<file path="config.mk">
export PLATFORM = sky130hd
export DESIGN_NAME = ustx_top
export DESIGN_NICKNAME = d
export VERILOG_FILES = /design/src/core/ustx_pkg.sv /design/src/core/ustx_top.sv
export VERILOG_INCLUDE_DIRS = /design/src /design/src/core
export SDC_FILE = /design/constraint.sdc
export NUM_CORES = 1
export LEC_CHECK = 0
export BUFFER_PORTS_ARGS = -buffer_cell sky130_fd_sc_hd__buf_4
export CAP_MARGIN = 10
export CORE_MARGIN = 2
export CORE_UTILIZATION = 40
export DETAILED_ROUTE_END_ITERATION = 10
export GPL_TIMING_DRIVEN = 0
export SLEW_MARGIN = 20
export SYNTH_ARGS = -nofsm -noshare
export SYNTH_HDL_FRONTEND = slang
export SYNTH_SLANG_ARGS = --single-unit
</file>
<file path="constraint.sdc">
create_clock -name clk_in -period 6.8 [get_ports clk_in]
set_input_delay 1.36 -clock clk_in [delete_from_list [all_inputs] [get_ports clk_in]]
set_output_delay 1.36 -clock clk_in [all_outputs]
set_load 0.005 [all_outputs]
</file>
<file path="src/core/ustx_regs.svh">
`ifndef USTX_REGS_SVH
`define USTX_REGS_SVH
// Register byte offsets
`define USTX_DATA_OFS      8'h00
`define USTX_STATUS_OFS    8'h04
`define USTX_CONTROL_OFS   8'h08
`define USTX_FORMAT_OFS    8'h0C
`define USTX_BAUD_OFS      8'h10
// Status fields
`define USTX_ST_PE_BIT     2
`define USTX_ST_DOR_BIT    3
`define USTX_ST_FE_BIT     4
`define USTX_ST_UDRE_BIT   5
`define USTX_ST_TXC_BIT    6
`define USTX_ST_RXC_BIT    7
// Control fields
`define USTX_CT_TX8_BIT    0
`define USTX_CT_RX8_BIT    1
`define USTX_CT_TXEN_BIT   3
`define USTX_CT_RXEN_BIT   4
`define USTX_CT_UDRIE_BIT  5
`define USTX_CT_TXCIE_BIT  6
// Format fields
`define USTX_FM_SIZE_LSB   0
`define USTX_FM_PODD_BIT   3
`define USTX_FM_PEN_BIT    4
`define USTX_FM_STOP2_BIT  5
`define USTX_FM_SYNC_BIT   6
// Reset values and fixed constants
`define USTX_FORMAT_RST    8'h06
`define USTX_BAUD_RST      12'h000
`define USTX_SIZE_NINE     3'h7
`define USTX_OVERSAMPLE    4'hF
`define USTX_HALF_SAMPLE   4'h7
`endif

</file>
<file path="src/core/ustx_pkg.sv">
package ustx_pkg;
  typedef enum logic [1:0] {TX_IDLE, TX_SHIFT} ustx_tx_e;
  typedef enum logic [1:0] {RX_IDLE, RX_SHIFT} ustx_rx_e;
endpackage : ustx_pkg

</file>
<file path="src/core/ustx_top.sv">
`timescale 1ns/10ps
`include "ustx_regs.svh"
module ustx_top #(
  parameter int BAUD_W = 12
) (
  // Clock and reset
  input  wire logic              clk_in,
  input  wire logic              rst_n_in,
  // AXI4-Lite write
  input  wire logic [7:0]        s_axi_awaddr_in,
  input  wire logic              s_axi_awvalid_in,
  output logic                   s_axi_awready_out,
  input  wire logic [31:0]       s_axi_wdata_in,
  input  wire logic [3:0]        s_axi_wstrb_in,
  input  wire logic              s_axi_wvalid_in,
  output logic                   s_axi_wready_out,
  output logic [1:0]             s_axi_bresp_out,
  output logic                   s_axi_bvalid_out,
  input  wire logic              s_axi_bready_in,
  // AXI4-Lite read
  input  wire logic [7:0]        s_axi_araddr_in,
  input  wire logic              s_axi_arvalid_in,
  output logic                   s_axi_arready_out,
  output logic [31:0]            s_axi_rdata_out,
  output logic [1:0]             s_axi_rresp_out,
  output logic                   s_axi_rvalid_out,
  input  wire logic              s_axi_rready_in,
  // Serial pins
  input  wire logic              rxd_in,
  input  wire logic              transfer_clock_pin_in,
  output logic                   txd_out,
  output logic                   txd_oe_n_out,
  output logic                   rxd_claim_out,
  // Interrupt requests
  output logic                   tx_buffer_empty_irq_out,
  output logic                   tx_complete_irq_out,
  input  wire logic              tx_complete_irq_ack_in
);
  import ustx_pkg::*;

  initial begin
    if (BAUD_W < 1 || BAUD_W > 16) $error("BAUD_W out of range");
  end

  // ==========================================================
  // Synchronisers
  logic [1:0] rxd_sync_q;
  logic [1:0] xck_sync_q;
  logic       xck_prev_q;
  always_ff @(posedge clk_in or negedge rst_n_in) begin
    if (!rst_n_in) begin
      rxd_sync_q <= 2'h3;
      xck_sync_q <= 2'h0;
      xck_prev_q <= 1'b0;
    end else begin
      rxd_sync_q <= {rxd_sync_q[0], rxd_in};
      xck_sync_q <= {xck_sync_q[0], transfer_clock_pin_in};
      xck_prev_q <= xck_sync_q[1];
    end
  end
  wire logic rxd_s = rxd_sync_q[1];
  wire logic xck_rise = xck_sync_q[1] & ~xck_prev_q;
  wire logic xck_fall = ~xck_sync_q[1] & xck_prev_q;

  // ==========================================================
  // Registers
  logic              tx8_q, txen_q, rxen_q, udrie_q, txcie_q;
  logic [2:0]        size_q;
  logic              podd_q, pen_q, stop2_q, sync_q;
  logic [BAUD_W-1:0] baud_q;
  logic              txc_q;
  logic [8:0]        txbuf_q;
  logic              txbuf_full_q;

  // ==========================================================
  // AXI4-Lite handshakes
  logic       aw_got_q, w_got_q;
  logic [7:0] awaddr_q;
  logic [31:0] wdata_q;
  logic [3:0]  wstrb_q;
  wire logic do_wr = aw_got_q & w_got_q & ~s_axi_bvalid_out;
  always_ff @(posedge clk_in or negedge rst_n_in) begin
    if (!rst_n_in) begin
      aw_got_q         <= 1'b0;
      w_got_q          <= 1'b0;
      awaddr_q         <= 8'h00;
      wdata_q          <= 32'h0000_0000;
      wstrb_q          <= 4'h0;
      s_axi_bvalid_out <= 1'b0;
      s_axi_bresp_out  <= 2'h0;
    end else begin
      if (s_axi_awvalid_in && s_axi_awready_out) begin
        aw_got_q <= 1'b1;
        awaddr_q <= s_axi_awaddr_in;
      end
      if (s_axi_wvalid_in && s_axi_wready_out) begin
        w_got_q <= 1'b1;
        wdata_q <= s_axi_wdata_in;
        wstrb_q <= s_axi_wstrb_in;
      end
      if (do_wr) begin
        aw_got_q         <= 1'b0;
        w_got_q          <= 1'b0;
        s_axi_bvalid_out <= 1'b1;
        s_axi_bresp_out  <= (awaddr_q > `USTX_BAUD_OFS || awaddr_q[1:0] != 2'h0) ?
                            2'h2 : 2'h0;
      end else if (s_axi_bvalid_out && s_axi_bready_in) begin
        s_axi_bvalid_out <= 1'b0;
      end
    end
  end
  assign s_axi_awready_out = ~aw_got_q & ~s_axi_bvalid_out;
  assign s_axi_wready_out  = ~w_got_q & ~s_axi_bvalid_out;
  wire logic wr_lo = do_wr & wstrb_q[0];
  wire logic wr_data = wr_lo & (awaddr_q == `USTX_DATA_OFS);
  wire logic wr_stat = wr_lo & (awaddr_q == `USTX_STATUS_OFS);
  wire logic wr_ctrl = wr_lo & (awaddr_q == `USTX_CONTROL_OFS);
  wire logic wr_fmt  = wr_lo & (awaddr_q == `USTX_FORMAT_OFS);
  wire logic wr_baud = do_wr & (awaddr_q == `USTX_BAUD_OFS);

  // Bit mask for the configured character width
  function automatic logic [8:0] size_mask(input logic [2:0] sz);
    case (sz)
      3'h0:    size_mask = 9'h01F;
      3'h1:    size_mask = 9'h03F;
      3'h2:    size_mask = 9'h07F;
      3'h7:    size_mask = 9'h1FF;
      default: size_mask = 9'h0FF;
    endcase
  endfunction : size_mask
  function automatic logic [3:0] data_bits(input logic [2:0] sz);
    case (sz)
      3'h0:    data_bits = 4'h5;
      3'h1:    data_bits = 4'h6;
      3'h2:    data_bits = 4'h7;
      3'h7:    data_bits = 4'h9;
      default: data_bits = 4'h8;
    endcase
  endfunction : data_bits

  always_ff @(posedge clk_in or negedge rst_n_in) begin
    if (!rst_n_in) begin
      tx8_q <= 1'b0; txen_q <= 1'b0; rxen_q <= 1'b0;
      udrie_q <= 1'b0; txcie_q <= 1'b0;
      size_q <= 3'(`USTX_FORMAT_RST);
      podd_q <= 1'b0; pen_q <= 1'b0; stop2_q <= 1'b0; sync_q <= 1'b0;
      baud_q <= BAUD_W'(`USTX_BAUD_RST);
    end else begin
      if (wr_ctrl) begin
        tx8_q   <= wdata_q[`USTX_CT_TX8_BIT];
        txen_q  <= wdata_q[`USTX_CT_TXEN_BIT];
        rxen_q  <= wdata_q[`USTX_CT_RXEN_BIT];
        udrie_q <= wdata_q[`USTX_CT_UDRIE_BIT];
        txcie_q <= wdata_q[`USTX_CT_TXCIE_BIT];
      end
      if (wr_fmt) begin
        size_q  <= wdata_q[`USTX_FM_SIZE_LSB +: 3];
        podd_q  <= wdata_q[`USTX_FM_PODD_BIT];
        pen_q   <= wdata_q[`USTX_FM_PEN_BIT];
        stop2_q <= wdata_q[`USTX_FM_STOP2_BIT];
        sync_q  <= wdata_q[`USTX_FM_SYNC_BIT];
      end
      if (wr_baud) baud_q <= wdata_q[BAUD_W-1:0];
    end
  end

  // ==========================================================
  // Bit-rate tick (16x oversample; sync uses pin edges)
  logic [BAUD_W-1:0] div_q;
  logic              tick_q;
  always_ff @(posedge clk_in or negedge rst_n_in) begin
    if (!rst_n_in) begin
      div_q  <= '0;
      tick_q <= 1'b0;
    end else begin
      tick_q <= (div_q == '0);
      div_q  <= (div_q == '0) ? baud_q : div_q - 1'b1;
    end
  end

  // ==========================================================
  // Transmitter
  ustx_tx_e   tx_st_q;
  logic [3:0] tx_os_q;
  logic [3:0] tx_cnt_q;
  logic [11:0] tx_sh_q;
  logic        tx_active_q;
  wire logic tx_bit_tick = sync_q ? xck_rise : (tick_q && tx_os_q == 4'h0);
  wire logic [3:0] tx_len = 4'h1 + data_bits(size_q) + {3'h0, pen_q} +
                            (stop2_q ? 4'h2 : 4'h1);
  wire logic [8:0] tx_chr = txbuf_q & size_mask(size_q);
  wire logic tx_par = ^tx_chr ^ podd_q;
  logic [11:0] tx_frame;
  always_comb begin
    tx_frame = 12'hFFF;
    tx_frame[0] = 1'b0;
    for (int i = 0; i < 9; i++) begin
      if (4'(i) < data_bits(size_q)) tx_frame[i+1] = tx_chr[i];
    end
    if (pen_q) tx_frame[data_bits(size_q)+1] = tx_par;
  end
  wire logic tx_done = (tx_st_q == TX_SHIFT) && tx_bit_tick && tx_cnt_q == 4'h1;
  wire logic tx_load = txbuf_full_q && txen_q &&
                       (tx_st_q == TX_IDLE || tx_done);

  always_ff @(posedge clk_in or negedge rst_n_in) begin
    if (!rst_n_in) begin
      txbuf_q      <= 9'h000;
      txbuf_full_q <= 1'b0;
    end else begin
      if (wr_data) begin
        txbuf_q      <= {tx8_q, wdata_q[7:0]};
        txbuf_full_q <= 1'b1;
      end else if (tx_load) begin
        txbuf_full_q <= 1'b0;
      end
    end
  end

  always_ff @(posedge clk_in or negedge rst_n_in) begin
    if (!rst_n_in) begin
      tx_st_q <= TX_IDLE;
      tx_os_q <= 4'h0;
      tx_cnt_q <= 4'h0;
      tx_sh_q <= 12'hFFF;
    end else begin
      if (tick_q) tx_os_q <= tx_os_q + 4'h1;
      case (tx_st_q)
        TX_IDLE: begin
          if (tx_load) begin
            tx_sh_q  <= tx_frame;
            tx_cnt_q <= tx_len;
            tx_st_q  <= TX_SHIFT;
            tx_os_q  <= 4'h1;
          end
        end
        TX_SHIFT: begin
          if (tx_load) begin
            tx_sh_q  <= tx_frame;
            tx_cnt_q <= tx_len;
          end else if (tx_done) begin
            tx_st_q <= TX_IDLE;
            tx_sh_q <= 12'hFFF;
          end else if (tx_bit_tick) begin
            tx_sh_q  <= {1'b1, tx_sh_q[11:1]};
            tx_cnt_q <= tx_cnt_q - 4'h1;
          end
        end
        default: tx_st_q <= TX_IDLE;
      endcase
    end
  end

  // Pin stays claimed while the transmitter is enabled, and after that until shifter and buffer drain
  always_ff @(posedge clk_in or negedge rst_n_in) begin
    if (!rst_n_in) begin
      tx_active_q  <= 1'b0;
      txd_out      <= 1'b1;
      txd_oe_n_out <= 1'b1;
    end else begin
      tx_active_q  <= txen_q | txbuf_full_q | (tx_st_q != TX_IDLE);
      txd_oe_n_out <= ~(txen_q | txbuf_full_q | (tx_st_q != TX_IDLE));
      txd_out      <= (tx_st_q == TX_SHIFT) ? tx_sh_q[0] : 1'b1;
    end
  end

  // Set wins over clear for the complete flag
  always_ff @(posedge clk_in or negedge rst_n_in) begin
    if (!rst_n_in) begin
      txc_q <= 1'b0;
    end else if (tx_done && !txbuf_full_q) begin
      txc_q <= 1'b1;
    end else if ((wr_stat && wdata_q[`USTX_ST_TXC_BIT]) ||
                 (tx_complete_irq_ack_in && txcie_q)) begin
      txc_q <= 1'b0;
    end
  end

  // ==========================================================
  // Receiver
  ustx_rx_e    rx_st_q;
  logic [3:0]  rx_os_q;
  logic [3:0]  rx_cnt_q;
  logic [9:0]  rx_sh_q;
  logic        rx_pend_q;
  logic [11:0] rx_pend_word_q;
  logic [11:0] rxq_q [2];
  logic [1:0]  rxq_cnt_q;
  logic        rxq_rd_q;
  logic        dor_q;
  wire logic rx_sample = sync_q ? xck_fall : (tick_q && rx_os_q == `USTX_HALF_SAMPLE);
  wire logic [3:0] rx_need = data_bits(size_q) + {3'h0, pen_q};
  wire logic rx_start = rxen_q && rx_st_q == RX_IDLE &&
                        (sync_q ? (xck_fall && !rxd_s) : !rxd_s);
  wire logic rd_data;
  wire logic rxq_pop = rd_data && rxq_cnt_q != 2'h0;
  wire logic rx_stop = rx_st_q == RX_SHIFT && rx_sample && rx_cnt_q == rx_need;
  logic [8:0] rx_chr;
  logic       rx_perr;
  always_comb begin
    rx_chr  = 9'h000;
    for (int i = 0; i < 9; i++) begin
      if (4'(i) < data_bits(size_q)) rx_chr[i] = rx_sh_q[i];
    end
    rx_perr = pen_q & (^rx_chr ^ podd_q ^ rx_sh_q[data_bits(size_q)]);
  end

  always_ff @(posedge clk_in or negedge rst_n_in) begin
    if (!rst_n_in) begin
      rx_st_q  <= RX_IDLE;
      rx_os_q  <= 4'h0;
      rx_cnt_q <= 4'h0;
      rx_sh_q  <= 10'h000;
    end else if (!rxen_q) begin
      rx_st_q <= RX_IDLE;
    end else begin
      if (tick_q) rx_os_q <= rx_os_q + 4'h1;
      case (rx_st_q)
        RX_IDLE: begin
          if (rx_start) begin
            rx_st_q  <= RX_SHIFT;
            rx_cnt_q <= sync_q ? 4'h0 : 4'hF;
            if (!sync_q) rx_os_q <= 4'h0;
          end
        end
        RX_SHIFT: begin
          if (rx_stop) begin
            rx_st_q <= RX_IDLE;
          end else if (rx_sample && rx_cnt_q == 4'hF) begin
            if (rxd_s) rx_st_q <= RX_IDLE;
            rx_cnt_q <= 4'h0;
          end else if (rx_sample) begin
            rx_sh_q[rx_cnt_q] <= rxd_s;
            rx_cnt_q <= rx_cnt_q + 4'h1;
          end
        end
        default: rx_st_q <= RX_IDLE;
      endcase
    end
  end

  // Queue word: {dor, fe, pe, ninth, byte}
  wire logic [11:0] rx_word = {1'b0, ~rxd_s, rx_perr, rx_chr};
  always_ff @(posedge clk_in or negedge rst_n_in) begin
    if (!rst_n_in) begin
      rxq_q[0]       <= 12'h000;
      rxq_q[1]       <= 12'h000;
      rxq_cnt_q      <= 2'h0;
      rx_pend_q      <= 1'b0;
      rx_pend_word_q <= 12'h000;
      dor_q          <= 1'b0;
    end else if (!rxen_q) begin
      rxq_cnt_q <= 2'h0;
      rx_pend_q <= 1'b0;
      dor_q     <= 1'b0;
    end else begin
      logic [1:0] cnt;
      logic       push;
      logic [11:0] word;
      cnt  = rxq_cnt_q;
      push = 1'b0;
      word = rx_pend_word_q;
      if (rxq_pop) begin
        rxq_q[0] <= rxq_q[1];
        cnt = cnt - 2'h1;
      end
      if (rx_stop) begin
        rx_pend_word_q <= {dor_q, rx_word[10:0]};
        rx_pend_q      <= 1'b1;
        if (!rx_pend_q) word = {dor_q, rx_word[10:0]};
      end
      if ((rx_pend_q || rx_stop) && cnt != 2'h2 && !(rx_pend_q && rx_stop)) begin
        push = 1'b1;
        rx_pend_q <= 1'b0;
        dor_q <= 1'b0;
      end
      if (rx_start && rx_pend_q && cnt == 2'h2) dor_q <= 1'b1;
      if (push) begin
        rxq_q[cnt[0]] <= word;
        cnt = cnt + 2'h1;
      end
      rxq_cnt_q <= cnt;
    end
  end

  // ==========================================================
  // Read channel
  logic [31:0] rd_val;
  always_comb begin
    rd_val = 32'h0000_0000;
    case (s_axi_araddr_in)
      `USTX_DATA_OFS:    rd_val[7:0] = 8'(rxq_q[0][8:0] & size_mask(size_q));
      `USTX_STATUS_OFS: begin
        rd_val[`USTX_ST_RXC_BIT]  = rxq_cnt_q != 2'h0;
        rd_val[`USTX_ST_TXC_BIT]  = txc_q;
        rd_val[`USTX_ST_UDRE_BIT] = ~txbuf_full_q;
        rd_val[`USTX_ST_FE_BIT]   = rxq_q[0][10];
        rd_val[`USTX_ST_DOR_BIT]  = rxq_q[0][11];
        rd_val[`USTX_ST_PE_BIT]   = rxq_q[0][9];
      end
      `USTX_CONTROL_OFS: begin
        rd_val[`USTX_CT_TX8_BIT]   = tx8_q;
        rd_val[`USTX_CT_RX8_BIT]   = rxq_q[0][8];
        rd_val[`USTX_CT_TXEN_BIT]  = txen_q;
        rd_val[`USTX_CT_RXEN_BIT]  = rxen_q;
        rd_val[`USTX_CT_UDRIE_BIT] = udrie_q;
        rd_val[`USTX_CT_TXCIE_BIT] = txcie_q;
      end
      `USTX_FORMAT_OFS:
        rd_val[6:0] = {sync_q, stop2_q, pen_q, podd_q, size_q};
      `USTX_BAUD_OFS:    rd_val[BAUD_W-1:0] = baud_q;
      default:           rd_val = 32'h0000_0000;
    endcase
  end
  wire logic ar_take = s_axi_arvalid_in & s_axi_arready_out;
  assign rd_data = ar_take && s_axi_araddr_in == `USTX_DATA_OFS;
  always_ff @(posedge clk_in or negedge rst_n_in) begin
    if (!rst_n_in) begin
      s_axi_rvalid_out <= 1'b0;
      s_axi_rdata_out  <= 32'h0000_0000;
      s_axi_rresp_out  <= 2'h0;
      rxq_rd_q         <= 1'b0;
    end else if (ar_take) begin
      s_axi_rvalid_out <= 1'b1;
      s_axi_rdata_out  <= rd_val;
      s_axi_rresp_out  <= (s_axi_araddr_in > `USTX_BAUD_OFS ||
                           s_axi_araddr_in[1:0] != 2'h0) ? 2'h2 : 2'h0;
      rxq_rd_q         <= rd_data;
    end else if (s_axi_rvalid_out && s_axi_rready_in) begin
      s_axi_rvalid_out <= 1'b0;
    end
  end
  assign s_axi_arready_out = ~s_axi_rvalid_out;

  // ==========================================================
  // Interrupts and pin claim
  always_ff @(posedge clk_in or negedge rst_n_in) begin
    if (!rst_n_in) begin
      tx_buffer_empty_irq_out <= 1'b0;
      tx_complete_irq_out     <= 1'b0;
      rxd_claim_out           <= 1'b0;
    end else begin
      tx_buffer_empty_irq_out <= udrie_q & ~txbuf_full_q & ~wr_data;
      tx_complete_irq_out     <= txcie_q & (txc_q | (tx_done & ~txbuf_full_q));
      rxd_claim_out           <= rxen_q;
    end
  end
endmodule : ustx_top

</file>
## Word-level counts from Yosys, hierarchy flattened

Index checks and enable logic that the tools add are counted.

| word-level totals | value |
|---|---|
| register bits | 181 |
| latch bits | 0 |
| bits in writable memories | 0 |
| ROM bits | 0 |
| bits of input ports | 62 |
| output and inout port bits | 46 |
| logic and storage cells | 326 |
| memories | 0 |

| cells by class | value |
|---|---|
| add/sub/neg operators | 12 |
| multiply operators | 0 |
| div/mod/pow operators | 0 |
| magnitude comparators | 18 |
| eq/ne operators | 33 |
| shifts and indexed selects | 0 |
| mux-type cells | 110 |
| bitwise logic cells | 39 |
| reduce and logical (&&, ||, !) cells | 66 |

Operators with widths:

| kind | count |
|---|---|
| 12-bit 2-to-1 mux | 12 |
| 4-bit 2-to-1 mux | 18 |
| 1-bit 2-to-1 mux | 45 |
| 9-bit case mux with 4 select lines | 1 |
| 8-bit by 4-bit equality test with 1-bit output, second input constant | 4 |
| 2-bit 2-to-1 mux | 15 |
| 1-bit logical AND | 29 |
| 24-bit bitwise mux | 1 |
| 24-bit 2-to-1 mux | 1 |
| 12-bit case mux with 2 select lines | 1 |
| 2-bit nonzero test | 12 |
| 4-bit case mux with 5 select lines | 1 |
| 1-bit bitwise AND | 18 |
| 9-bit XOR reduction | 2 |
| 8-bit by 3-bit equality test with 1-bit output, second input constant | 2 |
| 8-bit by 5-bit equality test with 1-bit output, second input constant | 2 |
| 8-bit by 5-bit greater-than comparator with 1-bit output, second input constant | 2 |
| 8-bit zero test | 2 |
| 3-bit by 4-bit less-than comparator with 1-bit output, first input constant | 4 |
| 4-bit case mux with 2 select lines | 2 |
| 4-bit case mux with 4 select lines | 1 |
| 4-bit by 1-bit adder with 4-bit output, second input constant | 3 |
| 12-bit bitwise mux | 1 |
| 12-bit demux with 1-bit select | 1 |
| 56 further kinds | 98 |

## Depth between registers and ports, before layout

Gate-level depths: netlist (run 1).

| depth | value |
|---|---|
| word-level depth | 13 |
| gate-level depth with buffers | 15 |
| gate-level depth less buffers | 12 |

## Worst setup path before layout (run 1)

No wires, ideal clock.

| path | value |
|---|---|
| path type | input -> register |
| from | input s_axi_araddr_in[5] |
| to | register rxq_q[21] (netlist bit) |
| library setup time | 83 ps |
| arrival | 3,902 ps |
| data required time | 6,717 ps |
| setup slack | 2,816 ps |
| stages | 11 |
| path buffers | 2 |
| cell sequence | nor4_1 -> and4b_1 -> xnor2_1 -> ha_1 -> buf_1 -> nand2b_1 -> nor4_1 -> nor3_1 -> clkbuf_1 -> a22oi_1 -> o21ai_0 |

| on the way | value |
|---|---|
| cells in the longest elaborated chain, start to end | 12 |
| elaborated cells on any way between the ends | 20 |
| classes of those cells | order compare (2); eq/ne (1); mux (10); bitwise (1); reduce/logical (6) |

Ends and longest elaborated chain:

| what | line | text |
|---|---|---|
| from (decl) | ustx_top.sv:21 | `input wire logic [7:0] s_axi_araddr_in,` |
| 8-bit zero test (*) | -- |  |
| 1-bit logical AND (no source line) (*) | -- |  |
| 1-bit logical AND (*) | ustx_top.sv:296 | `wire logic rxq_pop = rd_data && rxq_cnt_q != 2'h0;` |
| 2-bit 2-to-1 mux | ustx_top.sv:363 | `if (rxq_pop) begin` |
| 2-bit 2-to-1 mux | ustx_top.sv:352 | `end else if (!rxen_q) begin` |
| 1-bit NOT with 2-bit output (not written as such) | ustx_top.sv:379 | `rxq_q[cnt[0]] <= word;` |
| 2-bit greater-or-equal comparator (not written as such) or 2-bit by 1-bit less-than comparator with 1-bit output (tied branches) | ustx_top.sv:379 |  |
| 1-bit logical AND (not written as such) | ustx_top.sv:379 |  |
| 12-bit 2-to-1 mux (not written as such) | ustx_top.sv:379 |  |
| 12-bit demux with 1-bit select | ustx_top.sv:379 |  |
| 24-bit bitwise mux | ustx_top.sv:379 |  |
| 24-bit 2-to-1 mux (*) | ustx_top.sv:378 | `if (push) begin` |
| to (signal, indexed assignment) | ustx_top.sv:379 |  |
| to (decl) | ustx_top.sv:287 | `logic [11:0] rxq_q [2];` |

Every way passes the cells marked *; elsewhere a longest branch is shown, timed or not. The select of a mux whose other input is x is not followed.
A chain may end at the register's enable or synchronous reset.

## Final worst setup path (run 1)

| path | value |
|---|---|
| from | input s_axi_araddr_in[5] |
| to | register rxq_q[18] (netlist bit) |

The elaborated chain is that of the path after synthesis.

==> impl_metrics.py, run 1 <==
metrics = {
    "global_routing": {
        "grt_max_degree": 70,
        "grt_pass1_vias": 6128,
        "grt_first_pass_wirelength_mm": 33.7,
        "grt_remaining_overflow": 0,
        "grt_use_total_pct": 18.1,
        "antenna_found_initial": 0,
    },
    "min_path": {
        "holdCritPathClass": "register to register",
    },
    "cts": {
        "cts_buffer_depth": 2,
        "ctsResizeCount": 0,
        "numCtsBuffers": 17,
        "cts_tree": "done",
        "clk_pin_slew_ns": 0.07,
        "root_buffer": "clkbuf_16",
        "htree_num_levels": 4,
        "postCtsSetupBuffers": 0,
        "clk_latency_ns": 0.44,
        "postCtsHoldBufs": 0,
        "numClockSinks": 177,
    },
    "place": {
        "gp_congestion": 0.800,
        "dpl.cell_count": 1197,
        "detailed_place_hpwl_mm": 14.7,
        "portBuffers": 61,
        "placed_area_um2": 9780,
    },
    "sta": {
        "fin_crit_sh_pct": 64.8,
        "relSlewSlack_pct": 46.7,
        "tns_ns": 0,
        "skew_ns": 0.0105,
        "clock.fmax_mhz": 227,
        "final-hold-violation-count": 0,
        "setup_violations": 0,
        "slew_viol_final": 0,
        "period_needed_ns": 4.41,
        "tightest_slew_ns": 0.792,
        "rsz0062_at_grt": "no",
    },
    "drt": {
        "first_pass_iters": 5,
        "via_per_inst": 5.17,
        "met3_wirelength_um": 799,
        "ant_nets": 0,
        "routed_wl_mm": 20.2,
        "drt-initial-drc-count": 422,
        "avgRoutedWirePerCell_um": 16.5,
        "drc": 0,
        "dr_wl_met2_mm": 9.27,
        "wl_met1_mm": 9.96,
        "via_count": 6352,
        "dr.max_layer_used": "met4",
    },
    "synthesis": {
        "synthXorXnorAreaFrac_pct": 3.97,
        "synth_edf_count": 0,
        "synth.largest_area_cell": "dfrtp_1",
        "ys_types": 72,
        "synth_compound_area_share_pct": 12.8,
        "synth_top_family_by_area": "simple AND/OR/NAND/NOR gates",
        "synthTopCellsByCount": "dfrtp_1, nand2_1, mux2_2",
        "synthMuxAreaShare_pct": 10.9,
        "synthCells": 833,
        "syn_avg_cell_area_um2": 10.6,
        "netlist_area_um2": 8830,
        "yosys_warnings": 0,
        "synth-async-reset-ratio_pct": 100,
        "ys_seq_elements": 177,
        "synthFlopType": "dfrtp_1",
        "synth_fa_ha_area_share_pct": 3.30,
        "synth_seq_area_share_pct": 50.4,
        "synth_simple_gate_area_share_pct": 13.6,
        "synth_top_area_share_pct": 45.1,
        "synth.most_common_cell": "dfrtp_1",
        "synth.area.top_cells": "dfrtp_1, mux2_2, dfstp_2",
    },
    "power_and_ir_drop": {
        "total_power_uw": 3030,
        "ir_drop_mv": 0.146,
        "p_leak_uw": 0.00460,
        "powerDensity_nw_per_um2": 292,
    },
    "final_layout": {
        "fin_nets": 1019,
        "final_area_um2": 10400,
        "insertedDiodeCount": 0,
        "post_route_cells_drive_above_1_share_pct": 24.9,
        "stdcell_count": 1229,
        "syn_to_final_growth_pct": 17.4,
    },
    "floorplanning": {
        "die_h_um": 153,
        "ioPinCount": 108,
        "core_area_um2": 21800,
        "die_x_um": 153,
        "initial_utilization_pct": 40.6,
        "rows": 54,
        "die_area_um2": 23300,
    },
    "worst_setup_path": {
        "path_buf_inv": 3,
        "worstSetupEndpointType": "register",
        "crit_arrival_ns": 4.77,
        "cp_slowest_cell": "nor4_1",
        "crit_top_cell": "nor4_1",
        "path_cells": "buf_4 -> nor4_1 -> and4b_1 -> xnor2_1 -> ha_1 -> buf_1 -> nand2b_1 -> nor4_1 -> nor3_1 -> clkbuf_1 -> a221o_1",
        "critPathTopFamily": "simple AND/OR/NAND/NOR gates",
        "startpoint_type": "input pin",
        "crit_type": "input pin to register",
        "crit_fanout": 10,
        "max_stage_delay_ns": 0.70,
        "critPathRequiredTime_ns": 7.17,
    },
    "run_status": {
        "outcome": "complete, no violations",
    },
    "job": {
        "max-cap-violations": 0,
    },
}
## worst register-to-register path, stage by stage (launching register included)
cell       delay [ns]
dfstp_2          0.53
buf_6            0.13
clkbuf_1         0.36
nor2_1           0.10
or2_2            0.32
ha_1             0.21
ha_1             0.33
xor2_1           0.15
nor2_1           0.14
nand2_2          0.17
or3_1            0.37
buf_2            0.19
a2111oi_4        0.54
buf_4            0.30
a21oi_1          0.09
## per-stage QoR
| step | worst slack (ns) | utilization (%) | hold WS (ns) |
|---|---|---|---|
| after global routing | 2.02 | 47.7 | 0.366 |
| after detailed placement | 1.96 | 44.9 | 0.338 |
| after floorplan | 2.82 | - | 0.331 |
| final | 2.39 | 47.7 | 0.352 |
| after CTS | 2.38 | 47.7 | 0.355 |
| after global placement | 1.97 | 44.7 | 0.335 |
## cell families (layout without fill, tap and decap cells)
kind of cell,Yosys count,after routing
fa+ha+maj,23,23
mux,86,86
flops,177,177
buf+inv,87,182
compound gates,161,161
xor+xnor,40,40
other cells,1,22
simple gates,258,258
## where the power goes
group | leakage (uW) | switching (uW) | total [uW] | internal, uW
clock | 0.000290 | 459 | 984 | 524
combinational | 0.00201 | 309 | 620 | 311
sequential | 0.00230 | 185 | 1430 | 1240
## registers in the layout, indices dropped and copies added, names as in the netlist, 8 cells and up
| name | count |
|---|---|
| rx_sh_q | 10 |
| tx_sh_q | 12 |
| rxq_q | 24 |
| div_q | 12 |
| baud_q | 12 |
| txbuf_q | 9 |
| s_axi_rdata_out | 12 |
| rx_pend_word_q | 12 |
| wdata_q | 12 |
| awaddr_q | 8 |
## metal layers
layer / up-vias / GRT usage (%)
li1: 3106 / -
met1: 3122 / 26.3
met2: 108 / 27.9
met3: 16 / 3.92
met4: 0 / 4.54
met5: - / 0
## layout by cell type, fill, tap and decap left out, types with 4 or more instances in the layout
master | netlist | routed
nand4b_1 | 4 | 4
nand2_1 | 94 | 94
dfrtp_1 | 159 | 159
xor2_1 | 10 | 10
inv_1 | 26 | 26
xnor2_1 | 30 | 30
inv_6 | 0 | 6
nor3_1 | 12 | 12
o21ai_0 | 57 | 57
inv_8 | 0 | 4
a21o_1 | 5 | 5
a221o_1 | 11 | 11
clkbuf_16 | 0 | 17
conb_1 | 1 | 22
a21oi_2 | 8 | 8
and3_1 | 5 | 5
a22o_1 | 5 | 5
a21oi_1 | 25 | 25
a31oi_1 | 4 | 4
ha_1 | 20 | 20
clkbuf_1 | 25 | 25
nand2b_1 | 6 | 6
nor4_1 | 10 | 10
mux2_2 | 70 | 70
mux2i_1 | 15 | 15
a22oi_1 | 5 | 5
nor2_1 | 69 | 69
buf_4 | 23 | 83
o21a_1 | 5 | 5
buf_2 | 7 | 7
and2_1 | 5 | 5
dfstp_2 | 18 | 18
o22ai_1 | 7 | 7
nand3_1 | 27 | 27
## final cells by class
cell class	count	area (um2)
Buffer	60	335
Fill cell	2036	11400
Multi-Input combinational cell	590	4020
Clock buffer	17	425
Inverter	27	101
Sequential cell	177	4450
Tap cell	280	350
Timing Repair Buffer	63	520
Clock inverter	15	165
## final timing paths
kind	end	slack, ns	startpoint	cells past startpoint
setup / recovery	rxq_q[18]$_DFFE_PN0P_	2.39	s_axi_araddr_in[5]	11
hold / removal	xck_sync_q[1]$_DFF_PN0_	0.35	xck_sync_q[0]$_DFF_PN0_	0
setup reg to reg	rxq_q[1]$_DFFE_PN0P_	2.76	size_q[2]$_DFFE_PN1P_	14
hold reg to reg	xck_sync_q[1]$_DFF_PN0_	0.35	xck_sync_q[0]$_DFF_PN0_	0
max in group asynchronous	rxd_sync_q[1]$_DFF_PN1_	4.94	rst_n_in	3
min in group asynchronous	awaddr_q[1]$_DFFE_PN0P_	0.82	rst_n_in	1
No activity file was read; power rests on OpenSTA's default activity.
==> run 2: changes to the inputs <==
==> constraint.sdc (replaced) <==
create_clock -name clk_in -period 4.11 [get_ports clk_in]
set_input_delay 0.822 -clock clk_in [delete_from_list [all_inputs] [get_ports clk_in]]
set_output_delay 0.822 -clock clk_in [all_outputs]
set_load 0.005 [all_outputs]
==> run 2 against run 1 <==
Worst hold slack worse by 0.071 ns. Clock skew fell by 0.0017 ns. Combinational power is 66% higher. Sequential cell count stayed put. Global-route usage did not move. Sequential share of layout area barely moved. Die area is the same. Register-to-register slack lost 2.5 ns. Critical path type is now register to register. Critical endpoint is now rxq_q[1]$_DFFE_PN0P_.
==> impl_metrics.py, run 2 (same netlist as run 1, synthesis figures left out) <==
metrics = {
    "run_status": {
        "outcome": "complete, no violations",
    },
    "power_and_ir_drop": {
        "p_leak_uw": 0.00461,
        "powerDensity_nw_per_um2": 483,
        "ir_drop_mv": 0.239,
    },
    "place": {
        "portBuffers": 61,
        "detailed_place_hpwl_mm": 14.7,
        "gp_congestion": 0.800,
    },
    "sta": {
        "rsz0062_at_grt": "no",
        "clock.fmax_mhz": 258,
        "final-hold-violation-count": 0,
        "period_needed_ns": 3.87,
        "slew_viol_final": 0,
        "skew_ns": 0.00877,
        "relSlewSlack_pct": 50.2,
        "setup_violations": 0,
        "tightest_slew_ns": 0.744,
        "holdWs_ns": 0.282,
        "fin_crit_sh_pct": 94.1,
    },
    "cts": {
        "cts_buffer_depth": 2,
        "clk_pin_slew_ns": 0.07,
        "numCtsBuffers": 17,
        "htree_num_levels": 4,
        "root_buffer": "clkbuf_16",
        "numClockSinks": 177,
        "clk_latency_ns": 0.43,
        "cts_tree": "done",
        "postCtsHoldBufs": 0,
    },
    "final_layout": {
        "fin_nets": 1019,
        "final_common_cell": "dfrtp_1",
        "fillers": 2035,
        "register_area_um2": 4450,
        "fin_util_pct": 47.7,
        "insertedDiodeCount": 0,
        "top_register": "rxq_q",
        "mostFrequentLayoutCells": "dfrtp_1, nand2_1, buf_4",
        "multi_input_area_um2": 4020,
        "post_route_cells_drive_above_1_share_pct": 25.3,
        "syn_to_final_growth_pct": 17.6,
        "largest_reg_flops": 24,
    },
    "floorplanning": {
        "die_x_um": 153,
        "core_area_um2": 21800,
        "initial_utilization_pct": 40.6,
        "rows": 54,
        "die_h_um": 153,
        "die_area_um2": 23300,
        "ioPinCount": 108,
    },
    "drt": {
        "drt-initial-drc-count": 392,
        "via_per_inst": 5.17,
        "ant_nets": 0,
        "drc": 0,
        "via_count": 6350,
        "routed_wl_mm": 20.2,
        "first_pass_iters": 7,
        "avgRoutedWirePerCell_um": 16.5,
    },
    "worst_setup_path": {
        "crit_arrival_ns": 4.18,
        "startpoint_type": "register",
        "cp_slowest_cell": "a2111oi_4",
        "path_buf_inv": 4,
        "critPathRequiredTime_ns": 4.42,
        "max_stage_delay_ns": 0.54,
        "crit_type": "register to register",
        "crit_fanout": 10,
        "critPathTopFamily": "simple AND/OR/NAND/NOR gates",
        "path_cells": "buf_6 -> clkbuf_2 -> nor2_1 -> or2_2 -> ha_1 -> ha_1 -> xor2_1 -> nor2_1 -> nand2_2 -> or3_1 -> buf_2 -> a2111oi_4 -> buf_4 -> a21oi_1",
        "worstSetupEndpointType": "register",
    },
    "global_routing": {
        "grt_first_pass_wirelength_mm": 33.7,
        "grt_remaining_overflow": 0,
        "grt_pass1_vias": 6128,
        "grt_most_used_layer": "met2",
        "use_met3_pct": 3.92,
        "grt_use_total_pct": 18.1,
        "grt_util_met1_pct": 26.3,
        "use_met2_pct": 27.9,
        "antenna_found_initial": 0,
        "grt_max_degree": 70,
    },
    "min_path": {
        "holdCritPathClass": "input pin to asynchronous set/reset pin",
    },
    "job": {
        "max-cap-violations": 0,
    },
}
## run 2: cell types whose count changed in the layout (fill, tap and decap cells not counted)
cell / before / now
clkbuf_1: 25 / 22
clkbuf_2: 0 / 3
nor4_1: 10 / 9
nor4_2: 0 / 1
## run 2: cell type report
| type | instances | share of cell area, % |
|---|---|---|
| Clock buffer | 17 | 4.10 |
| Sequential cell | 177 | 42.9 |
| Timing Repair Buffer | 63 | 5.02 |
| Tap cell | 280 | 3.38 |
| Clock inverter | 15 | 1.59 |
| Multi-Input combinational cell | 590 | 38.8 |
| Inverter | 27 | 0.977 |
| Buffer | 60 | 3.27 |
## run 2: final timing paths
check	endpoint	slack [ns]	from	depth (start not counted)
hold / removal	awaddr_q[1]$_DFFE_PN0P_	0.28	rst_n_in	1
min in group clk_in	xck_sync_q[1]$_DFF_PN0_	0.35	xck_sync_q[0]$_DFF_PN0_	0
setup reg to reg	rxq_q[1]$_DFFE_PN0P_	0.24	size_q[2]$_DFFE_PN1P_	14
hold reg to reg	xck_sync_q[1]$_DFF_PN0_	0.35	xck_sync_q[0]$_DFF_PN0_	0
max in group asynchronous	rxd_sync_q[1]$_DFF_PN1_	2.79	rst_n_in	3
setup / recovery	rxq_q[1]$_DFFE_PN0P_	0.24	size_q[2]$_DFFE_PN1P_	14
## run 2: stage by stage
stage          setup TNS (ns)  worst slack [ns]  area [um2]  total power (uW)  std cells
2_1_floorplan               0             0.567        8910              3030        854
3_3_place_gp            -1.78            -0.185        9710              3390       1195
3_5_place_dp            -1.83            -0.191        9780              3430       1197
4_1_cts                     0            0.0572       10400              5080       1229
5_1_grt                     0            0.0585       10400              5320       1229
6_report                    0             0.241       10400              5010       1229
## run 2: worst reg2reg max path: cells and delay by family (launching register included)
family                     cells  cell delay (ns)
buffers and inverters          4             0.85
adders and majority gates      2             0.54
xor gates and xnor gates       1             0.15
DFF                            1             0.53
and+or+nand+nor                5             1.07
AOI/OAI and AO/OA              2             0.63
## run 2: per-layer routing
layer | wire (um) | vias up | share of wire (%)
met4 | 204 | 0 | 1.0
li1 | - | 3105 | -
met3 | 831 | 14 | 4.1
met5 | 0 | - | 0
met1 | 9910 | 3113 | 49
met2 | 9280 | 118 | 46
## run 2: report_power, final
| part | leakage (uW) | switching [uW] | total, uW | internal [uW] |
|---|---|---|---|---|
| clock | 0.000290 | 756 | 1620 | 868 |
| sequential | 0.00230 | 307 | 2360 | 2060 |
| combinational | 0.00202 | 512 | 1030 | 515 |
| total | 0.00461 | 1570 | 5010 | 3440 |
## run 2: what timing repair did
action / in CTS / in global routing
setup endpoints to repair: 0 / 23
resized for setup: 0 / 7
setup buffers: 0 / 0
